==> src/rtl/mpc_consts.vh <==
/*
 * Constants for the memory parity controller: stored word layout,
 * control register address range, error address field and reset values.
 * Assumes an 18-bit bus address and a 16-bit data word of two bytes.
 */
`ifndef MPC_CONSTS_VH
`define MPC_CONSTS_VH

// Word and byte widths
`define MPC_DATA_W      16
`define MPC_BYTE_W      8
`define MPC_STORE_W     18
`define MPC_ADDR_W      18

// Stored word layout: {par_hi, data_hi, par_lo, data_lo}
`define MPC_LO_PAR_BIT  8
`define MPC_HI_PAR_BIT  17
`define MPC_LO_DAT_LSB  0
`define MPC_HI_DAT_LSB  9

// Control register address window, octal, word aligned
`define MPC_CSR_BASE    18'o772100
`define MPC_CSR_LAST    18'o772136
`define MPC_SEL_W       4

// High-order address bits kept on a parity error
`define MPC_EA_MSB      17
`define MPC_EA_LSB      11
`define MPC_EA_W        7

// Reset values
`define MPC_RST_SEL     4'h0
`define MPC_RST_EA      7'h00

// Strap catch timing: edges after reset release
`define MPC_SEL_CATCH   2'h2
`define MPC_SEL_DONE    2'h3

`endif

==> src/rtl/mpc_parity_ctrl.v <==
/*
 * Memory parity controller: sits between the processor request port
 * and the shared memory port, adds a parity bit per byte on writes,
 * checks it on reads, flags errors and keeps the failing read's high address bits.
 * Assumes processor and memory logic run on the same clock, that the
 * memory answers each read with one mem_rvalid pulse, and that the
 * address select strap comes from a pin outside the clock domain.
 */
`timescale 1ns/1ns
`include "mpc_consts.vh"

// Notes on behaviour
// - Generate parity on writes, check on reads
// - Odd parity, one bit per byte, 18 bits
// - Parity failure raises error software can see
// - Error latches high-order address of failing read
// - Register address selectable 772100 to 772136
// - One controller serves every memory array
module mpc_parity_ctrl (
	clock,
	rst,
	csr_sel_strap,
	proc_req,
	proc_we,
	proc_byte,
	proc_addr,
	proc_wdata,
	mem_rvalid,
	mem_rdata,
	err_clr,
	busy_q,
	mem_req_q,
	mem_we_q,
	mem_be_q,
	mem_addr_q,
	mem_wdata_q,
	proc_rvalid_q,
	proc_rdata_q,
	err_trap_q,
	err_flag_q,
	err_addr_q,
	csr_hit_q
);
	input  wire                     clock;         // 250 MHz clock
	input  wire                     rst;           // Async, active high
	input  wire [`MPC_SEL_W-1:0]    csr_sel_strap; // Address select pins
	input  wire                     proc_req;      // Processor request
	input  wire                     proc_we;       // 1 write, 0 read
	input  wire                     proc_byte;     // Byte access
	input  wire [`MPC_ADDR_W-1:0]   proc_addr;     // Byte address
	input  wire [`MPC_DATA_W-1:0]   proc_wdata;    // Lane-placed data
	input  wire                     mem_rvalid;    // Read data valid
	input  wire [`MPC_STORE_W-1:0]  mem_rdata;     // Data with parity
	input  wire                     err_clr;       // Clear error flag
	output reg                      busy_q;        // Read outstanding
	output reg                      mem_req_q;     // Memory strobe
	output reg                      mem_we_q;      // Memory write
	output reg  [1:0]               mem_be_q;      // Byte enables
	output reg  [`MPC_ADDR_W-1:0]   mem_addr_q;    // Memory address
	output reg  [`MPC_STORE_W-1:0]  mem_wdata_q;   // Data with parity
	output reg                      proc_rvalid_q; // Read answer
	output reg  [`MPC_DATA_W-1:0]   proc_rdata_q;  // Read data
	output reg                      err_trap_q;    // Error pulse
	output reg                      err_flag_q;    // Sticky error
	output reg  [`MPC_EA_W-1:0]     err_addr_q;    // Failing address hi
	output reg                      csr_hit_q;     // Register address hit

	// One-hot controller states
	localparam [1:0] ST_IDLE = 2'b01;
	localparam [1:0] ST_READ = 2'b10;

	reg  [1:0]              state_q;       // Current state
	reg  [1:0]              state_d;       // Next state
	reg  [`MPC_SEL_W-1:0]   sel_meta_q;    // Strap sync, first stage
	reg  [`MPC_SEL_W-1:0]   sel_sync_q;    // Strap sync, second stage
	reg  [`MPC_SEL_W-1:0]   sel_q;         // Strap caught after reset
	reg  [1:0]              sel_age_q;     // Edges since reset release
	reg  [1:0]              rd_be_q;       // Lanes to check on read
	reg  [`MPC_EA_W-1:0]    rd_ahi_q;      // High address of read
	wire [`MPC_DATA_W-1:0]  rd_data;       // Data bits of read word
	wire [1:0]              rd_par;        // Stored parity bits
	wire [1:0]              wr_par;        // Parity for write lanes
	wire [1:0]              rd_bad;        // Per-lane mismatch
	wire [1:0]              chk_unused;    // Read lanes' generated bits
	wire                    take;          // Request accepted
	wire                    is_csr;        // Request hits the register
	wire                    rd_err;        // Checked lane failed
	wire [1:0]              req_be;        // Lanes of this request

	// Lanes touched: both for a word, address bit 0 picks the byte
	function [1:0] lanes;
		input       byte_op;
		input       a0;
		begin
			if (byte_op) begin
				lanes = a0 ? 2'b10 : 2'b01;
			end else begin
				lanes = 2'b11;
			end
		end
	endfunction

	// Register address chosen by select value, word steps from base
	function is_csr_addr;
		input [`MPC_ADDR_W-1:0] a;
		input [`MPC_SEL_W-1:0]  s;
		reg   [`MPC_ADDR_W-1:0] base;
		begin
			base = `MPC_CSR_BASE +
				{{(`MPC_ADDR_W-`MPC_SEL_W-1){1'b0}}, s, 1'b0};
			is_csr_addr = (a[`MPC_ADDR_W-1:1] == base[`MPC_ADDR_W-1:1]);
		end
	endfunction

	assign req_be = lanes(proc_byte, proc_addr[0]);
	assign is_csr = is_csr_addr(proc_addr, sel_q);
	assign take   = proc_req & ~busy_q;

	// Split the stored word into data and parity
	assign rd_data = {mem_rdata[`MPC_HI_DAT_LSB +: `MPC_BYTE_W],
		mem_rdata[`MPC_LO_DAT_LSB +: `MPC_BYTE_W]};
	assign rd_par  = {mem_rdata[`MPC_HI_PAR_BIT],
		mem_rdata[`MPC_LO_PAR_BIT]};

	// Two odd-parity units per byte lane, one for writes and one for reads
	genvar gi;
	generate
		for (gi = 0; gi < 2; gi = gi + 1) begin : g_lane
			// Write side generator
			mpc_byte_parity u_wr (
				.byte_in    (proc_wdata[gi*`MPC_BYTE_W +: `MPC_BYTE_W]),
				.stored_par (1'b0),
				.gen_par    (wr_par[gi]),
				.par_bad    ()
			);
			// Read side checker
			mpc_byte_parity u_rd (
				.byte_in    (rd_data[gi*`MPC_BYTE_W +: `MPC_BYTE_W]),
				.stored_par (rd_par[gi]),
				.gen_par    (chk_unused[gi]),
				.par_bad    (rd_bad[gi])
			);
		end
	endgenerate

	// Only lanes the processor asked for count as failures
	assign rd_err = mem_rvalid & state_q[1] & (|(rd_bad & rd_be_q));

	// Strap synchroniser; second stage is the only reader of the first
	always @(posedge clock or posedge rst) begin
		if (rst) begin
			sel_meta_q <= `MPC_RST_SEL;
			sel_sync_q <= `MPC_RST_SEL;
		end else begin
			sel_meta_q <= csr_sel_strap;
			sel_sync_q <= sel_meta_q;
		end
	end

	// Catch the strap once after reset; a jumper is not live-changed.
	// The catch waits until the second stage holds the pin and not its
	// reset value, which would leave the register at the base address.
	always @(posedge clock or posedge rst) begin
		if (rst) begin
			sel_q     <= `MPC_RST_SEL;
			sel_age_q <= 2'h0;
		end else begin
			// Count up once, then stay put
			if (sel_age_q != `MPC_SEL_DONE) begin
				sel_age_q <= sel_age_q + 2'h1;
			end
			if (sel_age_q == `MPC_SEL_CATCH) begin
				sel_q <= sel_sync_q;
			end
		end
	end

	// Next state
	always @* begin
		state_d = state_q;
		case (state_q)
			ST_IDLE: begin
				// Reads to memory wait for the answer
				if (take & ~proc_we & ~is_csr) begin
					state_d = ST_READ;
				end
			end
			ST_READ: begin
				if (mem_rvalid) begin
					state_d = ST_IDLE;
				end
			end
			default: begin
				state_d = ST_IDLE;
			end
		endcase
	end

	// State and busy register
	always @(posedge clock or posedge rst) begin
		if (rst) begin
			state_q <= ST_IDLE;
			busy_q  <= 1'b0;
		end else begin
			state_q <= state_d;
			busy_q  <= state_d[1];
		end
	end

	// Memory port: one strobe per accepted request outside the register address
	always @(posedge clock or posedge rst) begin
		if (rst) begin
			mem_req_q   <= 1'b0;
			mem_we_q    <= 1'b0;
			mem_be_q    <= 2'b00;
			mem_addr_q  <= {`MPC_ADDR_W{1'b0}};
			mem_wdata_q <= {`MPC_STORE_W{1'b0}};
			rd_be_q     <= 2'b00;
			rd_ahi_q    <= `MPC_RST_EA;
		end else begin
			mem_req_q <= take & ~is_csr;
			if (take & ~is_csr) begin
				mem_we_q   <= proc_we;
				mem_addr_q <= proc_addr;
				mem_be_q   <= req_be;
				mem_wdata_q <= {wr_par[1],
					proc_wdata[`MPC_DATA_W-1:`MPC_BYTE_W],
					wr_par[0], proc_wdata[`MPC_BYTE_W-1:0]};
				rd_be_q  <= req_be;
				rd_ahi_q <= proc_addr[`MPC_EA_MSB:`MPC_EA_LSB];
			end
		end
	end

	// Read answer back to the processor, one cycle after data
	always @(posedge clock or posedge rst) begin
		if (rst) begin
			proc_rvalid_q <= 1'b0;
			proc_rdata_q  <= {`MPC_DATA_W{1'b0}};
		end else begin
			proc_rvalid_q <= mem_rvalid & state_q[1];
			if (mem_rvalid & state_q[1]) begin
				proc_rdata_q <= rd_data;
			end
		end
	end

	// Register address decode; no memory cycle is started for it
	always @(posedge clock or posedge rst) begin
		if (rst) begin
			csr_hit_q <= 1'b0;
		end else begin
			csr_hit_q <= take & is_csr;
		end
	end

	// Error reporting: pulse, sticky flag and failing address.
	// A new error in the clearing cycle wins, so none is lost.
	always @(posedge clock or posedge rst) begin
		if (rst) begin
			err_trap_q <= 1'b0;
			err_flag_q <= 1'b0;
			err_addr_q <= `MPC_RST_EA;
		end else begin
			err_trap_q <= rd_err;
			if (rd_err) begin
				err_flag_q <= 1'b1;
				err_addr_q <= rd_ahi_q;
			end else if (err_clr) begin
				err_flag_q <= 1'b0;
			end
		end
	end
endmodule

==> src/rtl/mpc_byte_parity.v <==
/*
 * One byte lane of odd parity: makes the parity bit for a byte and
 * compares a stored parity bit against the byte it came with.
 * Purely combinational; the caller registers whatever it needs.
 */
`timescale 1ns/1ns
`include "mpc_consts.vh"

module mpc_byte_parity (
	byte_in,
	stored_par,
	gen_par,
	par_bad
);
	input  wire [`MPC_BYTE_W-1:0] byte_in;    // Data byte
	input  wire                   stored_par; // Parity bit read back
	output wire                   gen_par;    // Odd parity for byte_in
	output wire                   par_bad;    // Stored bit disagrees

	// Odd parity: the nine bits together hold an odd count of ones
	assign gen_par = ~(^byte_in);
	// Mismatch means even count over data and stored parity
	assign par_bad = stored_par ^ gen_par;
endmodule

==> config.mk <==
export PLATFORM = sky130hd
export DESIGN_NAME = mpc_parity_ctrl
export DESIGN_NICKNAME = d
export VERILOG_FILES = /design/src/rtl/mpc_parity_ctrl.v /design/src/rtl/mpc_byte_parity.v
export VERILOG_INCLUDE_DIRS = /design/src /design/src/rtl
export SDC_FILE = /design/constraint.sdc
export NUM_CORES = 1
export LEC_CHECK = 0
export BUFFER_PORTS_ARGS = -buffer_cell sky130_fd_sc_hd__buf_2
export CAP_MARGIN = 15
export CELL_PAD_IN_SITES_DETAIL_PLACEMENT = 0
export CELL_PAD_IN_SITES_GLOBAL_PLACEMENT = 2
export CORE_MARGIN = 4
export CORE_UTILIZATION = 31
export DETAILED_ROUTE_END_ITERATION = 6
export PLACE_DENSITY = 0.75
export REMOVE_ABC_BUFFERS = 1
export SLEW_MARGIN = 25
export SYNTH_ARGS = -nofsm -noshare
export SYNTH_HDL_FRONTEND = slang
export SYNTH_SLANG_ARGS = --single-unit
==> constraint.sdc <==
create_clock -name clock -period 3 [get_ports clock]
set_input_delay 0.15 -clock clock [delete_from_list [all_inputs] [get_ports clock]]
set_output_delay 0.15 -clock clock [all_outputs]
set_load 0.02 [all_outputs]
==> flow_metrics.py, run 1 <==
metrics = {
    "timing": {
        "clock.fmax_mhz": 469,
        "worst_pin_slew_ps": 534,
        "setup_violations": 0,
        "fin_crit_sh": 0.711,
        "slew_viol_final": 0,
        "final.min_clock_period_ps": 2130,
        "whs_ps": 48.8,
        "slew_headroom": 0.634,
        "post-route-worst-setup-slack_ps": 867,
        "final.setup.tns_ps": 0,
        "hold_viol_final": 0,
        "rsz0062_at_grt": "false",
        "finClkSkew_ps": 16.2,
    },
    "global_route": {
        "grt_overflow": 0,
        "grt.total_usage": 0.126,
        "grt_pass1_wl_microns": 12800,
        "grt_antenna_before_repair": 1,
        "grt_max_degree": 46,
        "grt_pass1_vias": 2482,
    },
    "finish": {
        "finalCoreUtilization": 0.418,
        "mostFrequentLayoutCells": "buf_2 (130), dfrtp_1 (82), mux2_2 (56)",
        "area_delta_synth_final_pct": 31.7,
        "final_common_cell": "buf_2",
        "drive_above_1_share": 0.537,
        "antennaDiodeCount": 0,
        "stdcell_count": 527,
        "stdcell_area_sq_um": 4530,
        "fin_nets": 448,
        "nFillCells": 1054,
    },
    "placed_design": {
        "dp_slack_ps": 838,
        "dpl_cell_area_sq_um": 4270,
        "place_congestion": 0.789,
        "placed_cells": 506,
        "io_buffers": 130,
        "dp_hpwl_microns": 5890,
    },
    "worst_setup_path": {
        "path_class": "reg2reg",
        "endpoint_kind": "register",
        "cp_max_fo": 45,
        "required_ps": 3220,
        "start_kind": "register",
        "crit_arrival_ps": 2350,
    },
    "detailed_routing": {
        "dr.pass1.iters": 4,
        "viasPerCell": 4.46,
        "wl_per_cell_microns": 14.6,
        "totalWireLength_microns": 7720,
        "drt-initial-drc-count": 49,
        "route.vias.total": 2350,
        "drcViolationCount": 0,
        "antenna_left": 0,
    },
    "clock_tree": {
        "clock_sinks": 83,
        "path_clk_slew_ps": 90,
        "htree_levels": 3,
        "clock_latency_ps": 340,
        "ctsResizeCount": 0,
        "numCtsBuffers": 9,
        "cts_root_buf": "clkbuf_8",
        "cts_tree": "built",
        "cts_buffer_depth": 2,
    },
    "floorplan": {
        "die_h_microns": 113,
        "initial_core_util": 0.318,
        "row_count": 38,
        "dieArea_sq_um": 12900,
        "die_x_microns": 113,
        "num_io_pins": 131,
        "core_sq_um": 10800,
    },
    "synth": {
        "yosys.area.top_type": "dfrtp_1",
        "synth_seq_cells": 83,
        "ys_warn_count": 0,
        "synth_cells": 239,
        "async_reset_ff_frac": 1.00,
        "ys_seq_area_frac": 0.604,
        "avgSynthCellArea_sq_um": 14.4,
        "netlist_area_sq_um": 3440,
        "yosys-top-cells-area": "dfrtp_1 (60%), mux2_2 (18%), xnor2_1 (4.3%)",
        "synth_edf_count": 0,
        "ys_types": 34,
        "ys.flop_type": "dfrtp_1",
        "synth_top_area_frac": 0.596,
    },
    "pwr": {
        "internal_power_mw": 2.16,
        "p_total_mw": 3.16,
        "swShare": 0.316,
        "switching_power_mw": 0.997,
        "cellPowerDensity_nw_per_um2": 696,
        "ir_worst_vdd_v": 0.000271,
        "power_frac_seq": 0.452,
        "p_leak_nw": 2.20,
        "combinationalPowerShare": 0.280,
        "p_clk_frac": 0.268,
    },
    "job": {
        "max_cap_viol_count": 0,
    },
    "status": {
        "status": "complete, no violations",
    },
    "min_path": {
        "min-delay-path-class": "in2reg",
    },
}
cell families after synthesis:
group	count (synthesis)	share of synthesized area
compound gates	24	0.0498
xor+xnor	29	0.0898
fa+ha+maj	2	0.00727
buf+inv	21	0.0247
flops	83	0.604
mux	58	0.189
simple gates	22	0.0360
metal layers:
layer  global-route usage  vias up  wire (microns)
met1                0.169     1123            3540
met5                    0        -              12
li1                     -     1119               -
met2                0.185       94            3400
met3               0.0493       12             637
met4               0.0457        2             125
path summary, 6_finish.rpt:
| kind | slack (ps) | start | end | cells after the start |
|---|---|---|---|---|
| max in group asynchronous | 1890 | rst | proc_rdata_q[3] | 4 |
| max reg2reg | 870 | sel_q[1] | mem_addr_q[15] | 5 |
| min reg2reg | 350 | sel_meta_q[2] | sel_sync_q[2] | 0 |
| max | 870 | sel_q[1] | mem_addr_q[15] | 5 |
| min in group asynchronous | 340 | rst | mem_addr_q[5] | 3 |
| min | 50 | proc_addr[13] | mem_addr_q[13] | 2 |
flip-flops by register name, indices dropped and copies added (netlist names):
name / flops
err_flag_q: 1
rd_be_q: 2
sel_q: 4
state_q: 1
err_trap_q: 1
mem_req_q: 1
busy_q: 1
proc_rvalid_q: 1
sel_sync_q: 4
sel_age_q: 2
mem_addr_q: 18
proc_rdata_q: 16
csr_hit_q: 1
sel_meta_q: 4
err_addr_q: 7
mem_wdata_q: 18
mem_we_q: 1
Yosys cell counts, drive strengths merged (2+ instances only):
master and instances:
xnor2 17, o311ai 7, nand2 6, nor2 4
ha 2, mux2 56, xnor3 4, nand3 2
nand2b 2, xor2 8, dfrtp 82, mux2i 2
a31o 2, inv 13, o21ai 11, buf 6
power groups by stage:
stage	Combinational [mW]	Sequential, mW	Clock, mW
6_report	0.882	1.43	0.848
5_1_grt	0.958	1.46	0.947
4_1_cts	0.900	1.43	0.894
3_5_place_dp	0.893	1.45	0
3_3_place_gp	0.885	1.44	0
2_1_floorplan	0.309	1.69	0
repair_timing:
| item | CTS | global route |
|---|---|---|
| buffers inserted | 0 | 0 |
| hold buffers | 6 | 0 |
| hold endpoints to repair | 28 | 0 |
cell type report:
type | instances | area (sq um) | share of cell area
Sequential cell | 83 | 2080 | 0.458
Multi-Input combinational cell | 135 | 1280 | 0.282
Timing Repair Buffer | 140 | 741 | 0.163
Tap cell | 140 | 175 | 0.0386
Clock buffer | 10 | 128 | 0.0281
Clock inverter | 5 | 78.8 | 0.0174
Inverter | 14 | 53.8 | 0.0119
worst max-delay path, stage by stage, from the launching register on:
cell and delay, ps:
dfrtp_1 390, xor2_1 160, nor4_1 360, a31o_2 220, buf_4 460, mux2_2 390
(Power assumes the default switching activity.)
==> run 2: changes to the inputs <==
CORE_UTILIZATION = 28   (was 31)
PLACE_DENSITY = 0.71   (was 0.75)
clock period = 1.8 ns   (was 3 ns; I/O delays follow)
==> run 2 against run 1 <==
Wire length is 7.6% higher. Clock skew fell by 8.7 ps. Sequential power is 67% higher.
==> flow_metrics.py, run 2 (synthesis gave the netlist of run 1 again) <==
metrics = {
    "detailed_routing": {
        "wl_met1_microns": 3710,
        "antenna_left": 0,
        "wl_per_cell_microns": 15.1,
        "drt-initial-drc-count": 87,
        "viasPerCell": 4.39,
        "top_layer": "met5",
        "wl_met3_microns": 504,
        "totalWireLength_microns": 8300,
        "route.vias.total": 2408,
        "drcViolationCount": 0,
        "dr.pass1.iters": 4,
        "route.met2.wl_microns": 3940,
    },
    "timing": {
        "slew_viol_final": 0,
        "final.min_clock_period_ps": 1760,
        "fin_crit_sh": 0.980,
        "final.setup.tns_ps": 0,
        "hold_viol_final": 0,
        "setup_violations": 0,
        "clock.fmax_mhz": 567,
        "finClkSkew_ps": 7.57,
        "worst_pin_slew_ps": 454,
        "rsz0062_at_grt": "true",
        "slew_headroom": 0.697,
    },
    "pwr": {
        "p_total_mw": 5.90,
        "cellPowerDensity_nw_per_um2": 1210,
        "ir_worst_vdd_v": 0.000460,
        "p_leak_nw": 2.39,
    },
    "finish": {
        "top_regs": "mem_addr_q x18, mem_wdata_q x18, proc_rdata_q x16",
        "final_common_cell": "buf_2",
        "finalCoreUtilization": 0.407,
        "area_delta_synth_final_pct": 42.0,
        "drive_above_1_share": 0.545,
        "fin_nets": 463,
        "stdcell_count": 549,
        "mostFrequentLayoutCells": "buf_2 (130), dfrtp_1 (82), mux2_2 (44)",
        "antennaDiodeCount": 0,
    },
    "worst_setup_path": {
        "ff2ff_setup_slack_ps": 40,
        "ff2ff_path_depth": 5,
        "cp_max_fo": 16,
        "start_kind": "register",
        "r2r-start": "sel_q[1]",
        "required_ps": 2010,
        "r2r-end": "mem_wdata_q[1]",
        "path_class": "reg2reg",
        "crit_arrival_ps": 1980,
        "endpoint_kind": "register",
    },
    "floorplan": {
        "row_count": 40,
        "die_x_microns": 119,
        "initial_core_util": 0.287,
        "num_io_pins": 131,
        "die_h_microns": 119,
        "dieArea_sq_um": 14100,
        "core_sq_um": 12000,
    },
    "min_path": {
        "hold_depth": 2,
        "min-delay-path-class": "in2reg",
        "min_from": "proc_addr[8]",
        "hold-path-endpoint": "mem_addr_q[8]",
    },
    "placed_design": {
        "place_congestion": 0.690,
        "dp_hpwl_microns": 5850,
        "placed_cells": 517,
        "io_buffers": 130,
    },
    "clock_tree": {
        "clock_sinks": 83,
        "numCtsBuffers": 9,
        "cts_tree": "built",
        "path_clk_slew_ps": 60,
        "cts_root_buf": "clkbuf_16",
        "htree_levels": 3,
        "cts_buffer_depth": 2,
        "clock_latency_ps": 330,
    },
    "global_route": {
        "grt_pass1_wl_microns": 13200,
        "grt.total_usage": 0.118,
        "grt_overflow": 0,
        "grt_antenna_before_repair": 1,
        "grt_pass1_vias": 2590,
        "grt_max_degree": 84,
    },
    "job": {
        "max_cap_viol_count": 0,
    },
    "status": {
        "status": "complete, no violations",
    },
}
==> run 2: changes by cell type in the layout (fill, tap and decap cells not counted), sizes merged <==
cell         change
clkinvlp         +1
buf              +6
clkinv           -1
dlygate4sd3      +8
clkbuf           +1
==> run 2: stage by stage <==
stage	worst slack, ps	area [sq um]	hold WS (ps)
global route	-66.2	4890	1.01
global placement	-37.7	4330	199
floorplan	-425	3410	121
CTS	11.7	4780	0.0517
finish	36.3	4890	16.7
detailed placement	-53.0	4330	199
==> run 2: final cells by class <==
| cell class | instances | area (sq um) |
|---|---|---|
| Inverter | 14 | 53.8 |
| Tap cell | 147 | 184 |
| Fill cell | 1187 | 7120 |
| Multi-Input combinational cell | 135 | 1340 |
| Clock buffer | 10 | 239 |
| Sequential cell | 83 | 2080 |
| Timing Repair Buffer | 155 | 916 |
| Clock inverter | 5 | 77.6 |
==> run 2: layer usage <==
layer,vias up,GRT usage
met1,1169,0.146
met3,12,0.0427
met4,2,0.0456
li1,1148,-
met5,-,0
met2,77,0.188
==> run 2: worst max-delay path, stage by stage (launching register included) <==
cell     delay, ps
dfrtp_1        380
xor2_1         170
nor4_2         260
a31o_2         290
buf_12         190
mux2_2         350
==> run 2: worst max path at each step <==
| stage | cells after the start | slack [ps] | end | from |
|---|---|---|---|---|
| 2_1_floorplan | 1 | -430 | busy_q | rst |
| 3_3_place_gp | 7 | -40 | mem_we_q | proc_addr[8] |
| 3_5_place_dp | 5 | -50 | mem_wdata_q[9] | sel_q[1] |
| 4_1_cts | 5 | 10 | mem_wdata_q[9] | sel_q[1] |
| 5_1_grt | 5 | -70 | mem_wdata_q[2] | sel_q[1] |
| 6_report | 5 | 40 | mem_wdata_q[1] | sel_q[1] |
==> run 2: timing repair <==
| item | CTS | global route |
|---|---|---|
| buffers inserted | 0 | 2 |
| gates resized for setup | 1 | 14 |
| endpoints found under the hold margin | 94 | 1 |
| hold buffers | 13 | 1 |
| endpoints found under the setup margin | 31 | 43 |
| cloned | 0 | 1 |
==> run 2: report_power, final <==
group          internal, mW  leakage, nW  switching, mW
Clock                  1.24        0.154          0.721
Sequential             2.21        0.982          0.183
Combinational         0.684         1.25          0.866
Total                  4.13         2.39           1.77
==> run 3: changes to the inputs <==
HOLD_SLACK_MARGIN = 0.05   (was not set)
==> run 3 against run 2 <==
Critical path type unchanged. Clock skew about the same. Final area increased by 9.7%. Combinational power increased by 8%. Highest routed layer unchanged. Largest power group unchanged.
==> flow_metrics.py, run 3 (synthesis gave the netlist of run 1 again) <==
metrics = {
    "detailed_routing": {
        "drt-initial-drc-count": 73,
        "wl_per_cell_microns": 14.9,
        "route.vias.total": 2588,
        "viasPerCell": 4.37,
        "totalWireLength_microns": 8820,
        "antenna_left": 0,
        "dr.pass1.iters": 4,
        "drcViolationCount": 0,
    },
    "worst_setup_path": {
        "max_stage_delay_ps": 380,
        "start_kind": "register",
        "cp_cell_sequence": "xor2_1 > nor4_2 > a31o_2 > buf_4 > mux2_2",
        "cp_max_fo": 9,
        "endpoint_kind": "register",
        "path_class": "reg2reg",
        "critPathSlowestCell": "dfrtp_1",
        "crit_arrival_ps": 1980,
        "required_ps": 2020,
    },
    "clock_tree": {
        "htree_levels": 3,
        "clock_sinks": 83,
        "path_clk_slew_ps": 60,
        "cts_root_buf": "clkbuf_16",
        "clock_latency_ps": 330,
        "cts_buffer_depth": 2,
        "numCtsBuffers": 9,
        "cts_tree": "built",
    },
    "job": {
        "max_cap_viol_count": 0,
    },
    "global_route": {
        "grt_pass1_wl_microns": 14100,
        "grt_max_degree": 84,
        "grt_overflow": 0,
        "grt_antenna_before_repair": 1,
        "grt.total_usage": 0.125,
        "grt_pass1_vias": 2825,
    },
    "finish": {
        "multi_input_area_sq_um": 1390,
        "drive_above_1_share": 0.510,
        "ff_latch_area_sq_um": 2080,
        "area_delta_synth_final_pct": 55.8,
        "antennaDiodeCount": 0,
        "final_common_cell": "buf_2",
        "nFillCells": 1143,
        "mostFrequentLayoutCells": "buf_2 (129), dfrtp_1 (82), dlygate4sd3_1 (57)",
        "top_regs": "mem_addr_q x18, mem_wdata_q x18, proc_rdata_q x16",
        "fin_nets": 506,
    },
    "timing": {
        "worst_pin_slew_ps": 429,
        "post-route-worst-setup-slack_ps": 39.3,
        "fin_crit_sh": 0.978,
        "final.min_clock_period_ps": 1760,
        "finClkSkew_ps": 7.35,
        "setup_violations": 0,
        "slew_headroom": 0.708,
        "clock.fmax_mhz": 568,
        "slew_viol_final": 0,
        "hold_viol_final": 0,
        "rsz0062_at_grt": "true",
        "whs_ps": 50.2,
    },
    "pwr": {
        "power_frac_seq": 0.397,
        "switching_power_mw": 1.82,
        "internal_power_mw": 4.22,
        "ir_worst_vdd_v": 0.000459,
        "p_leak_nw": 2.59,
        "swShare": 0.301,
        "p_clk_frac": 0.325,
        "combinationalPowerShare": 0.278,
        "cellPowerDensity_nw_per_um2": 1130,
    },
    "placed_design": {
        "place_congestion": 0.690,
        "dp_hpwl_microns": 5850,
        "io_buffers": 130,
        "dp_slack_ps": -53.0,
    },
    "floorplan": {
        "core_sq_um": 12000,
        "dieArea_sq_um": 14100,
        "row_count": 40,
        "initial_core_util": 0.287,
        "num_io_pins": 131,
        "die_x_microns": 119,
        "die_h_microns": 119,
    },
    "min_path": {
        "min-delay-path-class": "in2reg",
    },
    "status": {
        "status": "complete, no violations",
    },
}
-- run 3: changes by cell type in the layout (fill, tap and decap cells not counted), moves of 2 or more --
| cell | change |
|---|---|
| o311ai_1 | +4 |
| dlygate4sd3_1 | +43 |
| o21ai_1 | -3 |
| xnor2_1 | -2 |
| o311ai_0 | -5 |
| xnor2_2 | +2 |
| o21ai_2 | +3 |
-- run 3: final cells by class --
| type | instances | share of cell area |
|---|---|---|
| clock buffers | 10 | 0.0445 |
| clock inverters | 5 | 0.0145 |
| inverters | 14 | 0.0100 |
| multi-input cells | 136 | 0.259 |
| flip-flops and latches | 83 | 0.387 |
| well taps | 147 | 0.0343 |
| repair buffers | 197 | 0.250 |
-- run 3: final timing paths --
check	slack [ps]	startpoint	endpoint	cells past startpoint
worst min-delay path	50	proc_req	csr_hit_q	3
worst max register to register	40	sel_q[1]	mem_addr_q[1]	5
max in group asynchronous	1040	rst	state_q[0]	4
worst min register to register	350	sel_meta_q[0]	sel_sync_q[0]	0
worst max-delay path	40	sel_q[1]	mem_addr_q[1]	5
min in group asynchronous	410	rst	mem_wdata_q[7]	4
-- run 3: critical path, delay by kind of cell (launching register included) --
kind	cells	cell delay [ps]
muxes	1	340
AOI/OAI and AO/OA	1	290
and+or+nand+nor	1	260
DFF	1	380
buffers and inverters	1	210
xor gates and xnor gates	1	170
-- run 3: metrics by stage --
stage | cell area, sq um | std cells | total power, mW | setup TNS (ps) | utilization
2_1_floorplan | 3410 | 232 | 3.33 | -45280 | -
3_3_place_gp | 4330 | 517 | 3.91 | -953 | 0.361
3_5_place_dp | 4330 | 517 | 3.94 | -942 | 0.361
4_1_cts | 5230 | 589 | 6.02 | 0 | 0.435
5_1_grt | 5370 | 592 | 6.37 | -1720 | 0.447
6_report | 5370 | 592 | 6.04 | 0 | 0.447
-- run 3: layer usage --
| layer | track usage | vias up | share of wire |
|---|---|---|---|
| met5 | 0 | - | 0.0015 |
| met4 | 0.0485 | 2 | 0.019 |
| met3 | 0.0423 | 16 | 0.057 |
| met2 | 0.205 | 83 | 0.48 |
| met1 | 0.153 | 1246 | 0.45 |
| li1 | - | 1241 | - |
-- run 3: power by group through the flow --
stage | Combinational [mW] | Sequential [mW] | Clock (mW)
4_1_cts | 1.61 | 2.40 | 2.02
3_3_place_gp | 1.49 | 2.42 | 0
2_1_floorplan | 0.515 | 2.82 | 0
5_1_grt | 1.81 | 2.44 | 2.12
6_report | 1.68 | 2.40 | 1.97
3_5_place_dp | 1.51 | 2.43 | 0
-- run 3: timing repair --
item | 4_1_cts | 5_1_grt
gates cloned | 0 | 2
pin swaps | 0 | 2
hold buffers | 57 | 0
endpoints found under the hold margin | 138 | 0
setup endpoints to repair | 31 | 46
buffers inserted | 0 | 2
resized for setup | 1 | 28
